## src/verilog/rfs_map.svh

```systemverilog
// Register offsets, field positions and limits of the frame status and transmit enqueue block.
`ifndef RFS_MAP_SVH
`define RFS_MAP_SVH

// ****************************************
// Device register offsets
// ****************************************
`define RFS_OFF_STATUS  8'h7c
`define RFS_OFF_BYTES   8'h7e
`define RFS_OFF_TXCMD   8'h80
`define RFS_OFF_RXCMD   8'h82
`define RFS_OFF_FCOUNT  8'h90
`define RFS_OFF_IRQ     8'h92
`define RFS_OFF_TXREQ   8'h9e

// ****************************************
// Field positions
// ****************************************
`define RFS_B_VALID     15
`define RFS_B_TCP       11
`define RFS_B_UDP       10
`define RFS_B_BCAST     7
`define RFS_B_MCAST     6
`define RFS_B_UCAST     5
`define RFS_B_SYMBOL    4
`define RFS_B_TYPE      3
`define RFS_B_LONG      2
`define RFS_B_RUNT      1
`define RFS_B_CRC       0
`define RFS_B_AUTO      2
`define RFS_B_WATCH     1
`define RFS_B_SINGLE    0
`define RFS_B_RELEASE   0
`define RFS_B_IRQSPACE  6
`define RFS_B_GROUP     40

// ****************************************
// Limits and sizes
// ****************************************
`define RFS_TYPE_LIMIT  16'h05dc
`define RFS_LONG_LIMIT  12'h7d0
`define RFS_DEPTH       4'h8
`define RFS_PTR_W       3
`define RFS_CNT_W       4

// ****************************************
// Host Wishbone offsets and bit positions
// ****************************************
`define RFS_WB_CMD      4'h0
`define RFS_WB_WDATA    4'h4
`define RFS_WB_RDATA    4'h8
`define RFS_WB_B_WRITE  8
`define RFS_WB_B_BUSY   16

`endif

```

## src/verilog/rfs_pkg.sv

```systemverilog
// Types shared by both ends of the frame status and transmit enqueue block.
package rfs_pkg;
  typedef logic [15:0] rfs_word_type;
  typedef logic [7:0]  rfs_addr_type;
  typedef enum logic {HIdle, HReq} rfs_host_state_type;
endpackage

```

## src/verilog/rfs_link_if.sv

```systemverilog
// Register port joining the host end to the device end.
`timescale 1ns/1ps
interface rfs_link_if;
  import rfs_pkg::*;
  rfs_addr_type regAddr;
  rfs_word_type regWrData;
  logic         regWr;
  logic         regRd;
  rfs_word_type regRdData;
  logic         regAck;

  modport device (
    input  regAddr,
    input  regWrData,
    input  regWr,
    input  regRd,
    output regRdData,
    output regAck
  );
  modport host (
    output regAddr,
    output regWrData,
    output regWr,
    output regRd,
    input  regRdData,
    input  regAck
  );
endinterface

```

## src/verilog/rfs_device.sv

```systemverilog
// Device end: receive frame status queue, byte count report and transmit enqueue commands.
`timescale 1ns/1ps
`include "rfs_map.svh"
module rfs_device (
  // Clock and reset
  input  wire logic             sys_clk,
  input  wire logic             sys_rst,
  // Register port
  rfs_link_if.device            link,
  // Receive frame report from the MAC
  input  wire logic             rxFrameDone,
  input  wire logic [47:0]      rxDestAddr,
  input  wire rfs_pkg::rfs_word_type rxLenType,
  input  wire logic [11:0]      rxByteCount,
  input  wire logic             rxTcpBad,
  input  wire logic             rxUdpBad,
  input  wire logic             rxSymbolErr,
  input  wire logic             rxRunt,
  input  wire logic             rxCrcBad,
  input  wire logic             passBadFrame,
  // Transmit queue side and receive drop flag
  input  wire logic             txFramePrepared,
  input  wire logic             txFrameSent,
  input  wire logic [12:0]      txFreeBytes,
  output logic                  txEnqueue,
  output logic                  rxDropped
);
  import rfs_pkg::*;

  // ****************************************
  // Receive status queue
  // ****************************************
  rfs_word_type          statusMem [0:7];
  logic [11:0]           bytesMem  [0:7];
  logic [`RFS_PTR_W-1:0] wrPtr_reg;
  logic [`RFS_PTR_W-1:0] rdPtr_reg;
  logic [`RFS_CNT_W-1:0] count_reg;
  logic                  isBroadcast;
  logic                  isGroup;
  logic                  isLong;
  logic                  isType;
  logic                  isBad;
  logic                  push;
  logic                  pop;
  rfs_word_type          newStatus;

  // Register port and command state
  logic                  ack_reg;
  rfs_word_type          rdData_reg;
  logic                  access;
  logic                  wrHit;
  logic                  autoQueue_reg;
  logic                  spaceWatch_reg;
  logic                  singleQueue_reg;
  logic                  irqSpace_reg;
  logic [12:0]           txRequest_reg;
  logic                  txEnqueue_reg;
  logic                  rxDropped_reg;
  logic                  spaceReached;
  logic                  singleStart;
  rfs_word_type          headStatus;
  logic [11:0]           headBytes;

  always_comb begin
    isBroadcast = &rxDestAddr;
    isGroup     = rxDestAddr[`RFS_B_GROUP];
    isLong      = rxByteCount > `RFS_LONG_LIMIT;
    isType      = (rxLenType > `RFS_TYPE_LIMIT) && !rxRunt;
    isBad       = isLong || rxRunt || rxCrcBad;
    newStatus   = 16'h0000;
    newStatus[`RFS_B_VALID]  = 1'b1;
    newStatus[`RFS_B_TCP]    = rxTcpBad;
    newStatus[`RFS_B_UDP]    = rxUdpBad;
    newStatus[`RFS_B_BCAST]  = isBroadcast;
    newStatus[`RFS_B_MCAST]  = isGroup;
    newStatus[`RFS_B_UCAST]  = !isGroup;
    newStatus[`RFS_B_SYMBOL] = rxSymbolErr;
    newStatus[`RFS_B_TYPE]   = isType;
    newStatus[`RFS_B_LONG]   = isLong;
    newStatus[`RFS_B_RUNT]   = rxRunt;
    newStatus[`RFS_B_CRC]    = rxCrcBad;
  end

  // A full queue drops the new report rather than overwrite an entry the host has not read.
  assign push = rxFrameDone && (!isBad || passBadFrame) && (count_reg != `RFS_DEPTH);
  assign access = (link.regWr || link.regRd) && !ack_reg;
  assign wrHit  = access && link.regWr;
  assign pop = wrHit && (link.regAddr == `RFS_OFF_RXCMD) && link.regWrData[`RFS_B_RELEASE]
               && (count_reg != 4'h0);

  always_ff @(posedge sys_clk) begin
    if (push) begin
      statusMem[wrPtr_reg] <= newStatus;
      bytesMem[wrPtr_reg]  <= rxByteCount;
    end
  end

  always_ff @(posedge sys_clk) begin
    if (sys_rst) begin
      wrPtr_reg <= 3'h0;
      rdPtr_reg <= 3'h0;
      count_reg <= 4'h0;
    end else begin
      if (push) begin
        wrPtr_reg <= wrPtr_reg + 3'h1;
      end
      if (pop) begin
        rdPtr_reg <= rdPtr_reg + 3'h1;
      end
      count_reg <= count_reg + {3'h0, push} - {3'h0, pop};
    end
  end

  always_ff @(posedge sys_clk) begin
    if (sys_rst) begin
      rxDropped_reg <= 1'b0;
    end else begin
      rxDropped_reg <= rxFrameDone && !push;
    end
  end

  // An empty queue shows no valid head, so a frame still arriving never reads valid.
  always_comb begin
    headStatus = 16'h0000;
    headBytes  = 12'h000;
    if (count_reg != 4'h0) begin
      headStatus = statusMem[rdPtr_reg];
      headBytes  = bytesMem[rdPtr_reg];
    end
  end

  // ****************************************
  // Transmit commands
  // ****************************************
  assign singleStart = wrHit && (link.regAddr == `RFS_OFF_TXCMD) && link.regWrData[`RFS_B_SINGLE];
  assign spaceReached = spaceWatch_reg && (txFreeBytes >= txRequest_reg);

  always_ff @(posedge sys_clk) begin
    if (sys_rst) begin
      autoQueue_reg <= 1'b0;
    end else if (wrHit && link.regAddr == `RFS_OFF_TXCMD) begin
      autoQueue_reg <= link.regWrData[`RFS_B_AUTO];
    end
  end

  // A manual start while a frame is still pending is ignored, so the host must wait for the clear.
  always_ff @(posedge sys_clk) begin
    if (sys_rst) begin
      singleQueue_reg <= 1'b0;
    end else if (singleStart && !singleQueue_reg) begin
      singleQueue_reg <= 1'b1;
    end else if (txFrameSent && singleQueue_reg) begin
      singleQueue_reg <= 1'b0;
    end
  end

  always_ff @(posedge sys_clk) begin
    if (sys_rst) begin
      txEnqueue_reg <= 1'b0;
    end else begin
      txEnqueue_reg <= (autoQueue_reg && txFramePrepared)
                       || (singleStart && !singleQueue_reg && !autoQueue_reg);
    end
  end

  always_ff @(posedge sys_clk) begin
    if (sys_rst) begin
      spaceWatch_reg <= 1'b0;
    end else if (wrHit && link.regAddr == `RFS_OFF_TXCMD && link.regWrData[`RFS_B_WATCH]) begin
      spaceWatch_reg <= 1'b1;
    end else if (spaceReached) begin
      spaceWatch_reg <= 1'b0;
    end
  end

  always_ff @(posedge sys_clk) begin
    if (sys_rst) begin
      txRequest_reg <= 13'h0000;
    end else if (wrHit && link.regAddr == `RFS_OFF_TXREQ) begin
      txRequest_reg <= link.regWrData[12:0];
    end
  end

  // Write one clears; a new event in the same cycle keeps the flag set.
  always_ff @(posedge sys_clk) begin
    if (sys_rst) begin
      irqSpace_reg <= 1'b0;
    end else begin
      irqSpace_reg <= spaceReached
                      || (irqSpace_reg && !(wrHit && link.regAddr == `RFS_OFF_IRQ
                                            && link.regWrData[`RFS_B_IRQSPACE]));
    end
  end

  // ****************************************
  // Register port answer
  // ****************************************
  always_ff @(posedge sys_clk) begin
    if (sys_rst) begin
      ack_reg <= 1'b0;
    end else begin
      ack_reg <= access;
    end
  end

  always_ff @(posedge sys_clk) begin
    if (sys_rst) begin
      rdData_reg <= 16'h0000;
    end else if (access && link.regRd) begin
      case (link.regAddr)
        `RFS_OFF_STATUS: rdData_reg <= headStatus;
        `RFS_OFF_BYTES:  rdData_reg <= {4'h0, headBytes};
        `RFS_OFF_TXCMD:  rdData_reg <= {13'h0000, autoQueue_reg, spaceWatch_reg, singleQueue_reg};
        `RFS_OFF_FCOUNT: rdData_reg <= {12'h000, count_reg};
        `RFS_OFF_IRQ:    rdData_reg <= {9'h000, irqSpace_reg, 6'h00};
        `RFS_OFF_TXREQ:  rdData_reg <= {3'h0, txRequest_reg};
        default:         rdData_reg <= 16'h0000;
      endcase
    end
  end

  assign link.regAck    = ack_reg;
  assign link.regRdData = rdData_reg;
  assign txEnqueue      = txEnqueue_reg;
  assign rxDropped      = rxDropped_reg;
endmodule

```

## src/flat_wrapper.sv

```systemverilog
// flat-port wrapper written by rule: the top's interface ports become plain ports
module rfs_device_flat import rfs_pkg::*;
  (sys_clk, sys_rst, rxFrameDone, rxDestAddr, rxLenType, rxByteCount, rxTcpBad, rxUdpBad, rxSymbolErr, rxRunt, rxCrcBad, passBadFrame, txFramePrepared, txFrameSent, txFreeBytes, txEnqueue, rxDropped, link_regAddr, link_regWrData, link_regWr, link_regRd, link_regRdData, link_regAck);
  rfs_link_if link_i ();
  input  wire logic sys_clk;
  input  wire logic sys_rst;
  input  wire logic rxFrameDone;
  input  wire logic [47:0] rxDestAddr;
  input  wire rfs_pkg::rfs_word_type rxLenType;
  input  wire logic [11:0] rxByteCount;
  input  wire logic rxTcpBad;
  input  wire logic rxUdpBad;
  input  wire logic rxSymbolErr;
  input  wire logic rxRunt;
  input  wire logic rxCrcBad;
  input  wire logic passBadFrame;
  input  wire logic txFramePrepared;
  input  wire logic txFrameSent;
  input  wire logic [12:0] txFreeBytes;
  output logic txEnqueue;
  output logic rxDropped;
  input wire logic [$bits(link_i.regAddr)-1:0] link_regAddr;
  input wire logic [$bits(link_i.regWrData)-1:0] link_regWrData;
  input wire logic [$bits(link_i.regWr)-1:0] link_regWr;
  input wire logic [$bits(link_i.regRd)-1:0] link_regRd;
  output wire logic [$bits(link_i.regRdData)-1:0] link_regRdData;
  output wire logic [$bits(link_i.regAck)-1:0] link_regAck;
  assign link_i.regAddr = link_regAddr;
  assign link_i.regWrData = link_regWrData;
  assign link_i.regWr = link_regWr;
  assign link_i.regRd = link_regRd;
  assign link_regRdData = link_i.regRdData;
  assign link_regAck = link_i.regAck;
  rfs_device u_core (.sys_clk(sys_clk), .sys_rst(sys_rst), .link(link_i), .rxFrameDone(rxFrameDone), .rxDestAddr(rxDestAddr), .rxLenType(rxLenType), .rxByteCount(rxByteCount), .rxTcpBad(rxTcpBad), .rxUdpBad(rxUdpBad), .rxSymbolErr(rxSymbolErr), .rxRunt(rxRunt), .rxCrcBad(rxCrcBad), .passBadFrame(passBadFrame), .txFramePrepared(txFramePrepared), .txFrameSent(txFrameSent), .txFreeBytes(txFreeBytes), .txEnqueue(txEnqueue), .rxDropped(rxDropped));
endmodule
```

## config.mk

```make
export PLATFORM = sky130hd
export DESIGN_NAME = rfs_device_flat
export DESIGN_NICKNAME = d
export VERILOG_FILES = /design/src/verilog/rfs_pkg.sv /design/src/verilog/rfs_link_if.sv /design/src/verilog/rfs_device.sv /design/src/flat_wrapper.sv
export VERILOG_INCLUDE_DIRS = /design/src /design/src/verilog
export SDC_FILE = /design/constraint.sdc
export NUM_CORES = 1
export LEC_CHECK = 0
export BUFFER_PORTS_ARGS = -buffer_cell sky130_fd_sc_hd__buf_4
export CAP_MARGIN = 10
export CORE_ASPECT_RATIO = 1.1
export CORE_UTILIZATION = 55
export DETAILED_ROUTE_END_ITERATION = 8
export GPL_TIMING_DRIVEN = 0
export PLACE_DENSITY = 0.78
export REMOVE_ABC_BUFFERS = 1
export SYNTH_ARGS = -nofsm -noshare
export SYNTH_HDL_FRONTEND = slang
export SYNTH_SLANG_ARGS = --single-unit
```

## constraint.sdc

```tcl
create_clock -name sys_clk -period 6.2 [get_ports sys_clk]
set_input_delay 0.93 -clock sys_clk [delete_from_list [all_inputs] [get_ports sys_clk]]
set_output_delay 0.93 -clock sys_clk [all_outputs]
set_load 0.1 [all_outputs]
```

==> results.cfg <==
[status]
status = completed

[grt]
grt_pass1_vias = 6100
grt_use_total_pct = 25.2
grt_max_degree = 42
gr-usage-met1_pct = 32.7
antenna_found_initial = 0
grt_pass1_wl_mm = 33.7
grt.overflow.total = 0
use_met2_pct = 44.9
grtUsageMet3_pct = 2.97
busiest_layer = met2

[worst_hold_path]
hp-start = u_core.link.regRdData[12]$_SDFFE_PP0P_
hp-class = register to register
whs_path_depth = 2
hold_end = u_core.link.regRdData[12]$_SDFFE_PP0P_

[routing]
vias = 5898
drt-total-wl_mm = 21.6
viasPerCell = 6.09
ant_nets = 0
drt_iter0_markers = 547
first_pass_iters = 5
routedWlPerCell_um = 22.4
drc = 0

[finish]
area_delta_synth_final_pct = 22.2
final_area_mm2 = 0.0115
fill_cells = 1088
fin_nets = 899
drive_gt1_share_pct = 34.9
largest_register_ffs = 96
finish.utilization_pct = 69.4
final_cells = 968
num_antenna_cells = 0
ff_latch_area_mm2 = 0.00623
multi_input_area_mm2 = 0.00297
regMostFlops = u_core.bytesMem

[floorplanning]
coreArea_mm2 = 0.0166
io_pins = 145
num_rows = 49
die_h_um = 139
die_area_mm2 = 0.0176
die_w_um = 127
start_util_pct = 56.8

[setup_path]
worstRegToRegCells = 9
critPathKind = input port to register
rr_startpoint = u_core.count_reg[2]$_SDFF_PP0_
r2r_slack_ns = 3.01
critPathLaunchType = input port
worstPathArrival_ns = 3.96
r2r-end = u_core.statusMem[7][6]$_DFFE_PP_
path_max_fanout = 9
cp-end-kind = register
worstPathRequired_ns = 6.40

[synthesis]
yosys.area.top_type_share_pct = 56.2
yosysTopAreaCell = edfxtp_1
synth-seq-cells = 223
ys_warn_count = 0
synthFlopType = edfxtp_1
netlist-cell-type-count = 59
synth_edf_count = 176
synth-seq-area-share_pct = 66.2
netlist_area_mm2 = 0.00940
syn_inst = 594
synthTopCellsByCount = 176 x edfxtp_1, 47 x dfxtp_1, 43 x mux4_2
synth.avg_cell_area_um2 = 15.8
postSynth.asyncResetShare_pct = 0
yosys.cell_count.top_type = edfxtp_1
synthTopCellsByArea = edfxtp_1 56%, mux4_2 10%, dfxtp_1 10%, ha_1 2.8%, mux2_2 2.4%

[placed_design]
port_buffers = 139
gp_congestion = 0.896
place_area_mm2 = 0.0108
dp_cells = 930
dp_hpwl_mm = 15.1
dpl_worst_slack_ns = 1.92

[clock_network]
cts_tree = built
cts_sinks = 223
cts-root-buf = clkbuf_16
ctsResizeCount = 0
clk-insertion-delay-late_ns = 0.50
clk_pin_slew_worst_paths_ns = 0.06
cts_max_level = 1
clk_path_buf_depth = 3
cts_hold_buf = 0
post_cts_buffers = 0
cts_inserted_buffers = 22

[timing]
slew_headroom_pct = 22.2
rsz0062_at_grt = no
fmax_mhz = 266
fin_crit_sh_pct = 60.6
skew_ns = 0.0107
final.setup.tns_ns = 0
worst_slew_pin_slew_ns = 1.16
finalHoldWorstSlack_ns = 0.471
min_period_ns = 3.76
setup_viol = 0
drv_slew = 0
fin_ws_ns = 2.44
hold_violations = 0

[flow_run]
cap_violations = 0

[power]
max-vdd-ir-drop_v = 0.000167
power.density_mw_per_mm2 = 274
leakage_nw = 3.95
power.total_mw = 3.15
per-layer routing:
layer  routed length (µm)  vias to the layer above
li1                     -                     2655
met1                 8600                     2949
met2                11200                      250
met3                 1320                       44
met4                  481                        0
met5                    0                        -
report_power, final:
| group | internal, mW | switching, mW |
|---|---|---|
| combinational | 0.126 | 0.159 |
| sequential | 1.65 | 0.0188 |
| clock | 0.670 | 0.526 |
| total | 2.45 | 0.703 |
cell usage in the layout (no fill, tap or decap), drive strengths merged, types with 3 or more instances in the layout:
cell type | netlist | final
buf | 16 | 161
nand4 | 16 | 16
nor2b | 5 | 5
mux2i | 18 | 18
or3 | 3 | 3
dfxtp | 47 | 47
nor4b | 3 | 3
o211ai | 3 | 3
and2 | 3 | 3
a221oi | 13 | 13
a31oi | 3 | 3
nand2 | 26 | 26
inv | 27 | 27
nor4 | 8 | 8
a21o | 4 | 4
nor3 | 9 | 9
ha | 21 | 21
nand2b | 5 | 5
nor2 | 33 | 33
mux2 | 20 | 20
a211oi | 4 | 4
nand3 | 3 | 3
clkbuf | 13 | 26
clkinvlp | 0 | 3
o21ai | 17 | 17
clkinv | 1 | 9
nor3b | 3 | 3
a21oi | 18 | 18
edfxtp | 176 | 176
mux4 | 43 | 43
worst max path at each step:
stage	startpoint	endpoint	cells after the start
6_report	rxByteCount[1]	u_core.statusMem[7][6]$_DFFE_PP_	8
2_1_floorplan	rxByteCount[1]	u_core.bytesMem[1][0]$_DFFE_PP_	5
5_1_grt	rxByteCount[1]	u_core.statusMem[7][4]$_DFFE_PP_	8
3_5_place_dp	rxByteCount[1]	u_core.statusMem[7][6]$_DFFE_PP_	8
3_3_place_gp	rxByteCount[1]	u_core.statusMem[1][4]$_DFFE_PP_	6
4_1_cts	rxByteCount[1]	u_core.bytesMem[7][10]$_DFFE_PP_	8
critical path, stage by stage:
cell and delay (ns):
buf_4 0.14, nor4_1 0.48, nand3b_1 0.25, a211oi_1 0.55
nor2_1 0.30, nor3_2 0.87, buf_8 0.25, buf_6 0.16
cell families (layout without fill, tap and decap cells):
logic type | after synthesis | count (layout) | synth area share (%)
flops | 223 | 223 | 66.2
other cells | 1 | 2 | 0.0399
xor+xnor | 4 | 4 | 0.373
mux | 81 | 81 | 14.6
fa+ha+maj | 22 | 22 | 3.01
compound gates | 76 | 76 | 5.38
buf+inv | 57 | 226 | 2.66
simple gates | 130 | 130 | 7.72
cell type report:
class | count | area share (%)
clock buffer | 26 | 5.11
sequential | 223 | 54.2
timing repair buffer | 161 | 11.3
inverter | 28 | 0.915
multi-input combinational | 315 | 25.8
clock inverter | 11 | 0.447
tap | 204 | 2.22
Power figures use the tool's default switching activity.
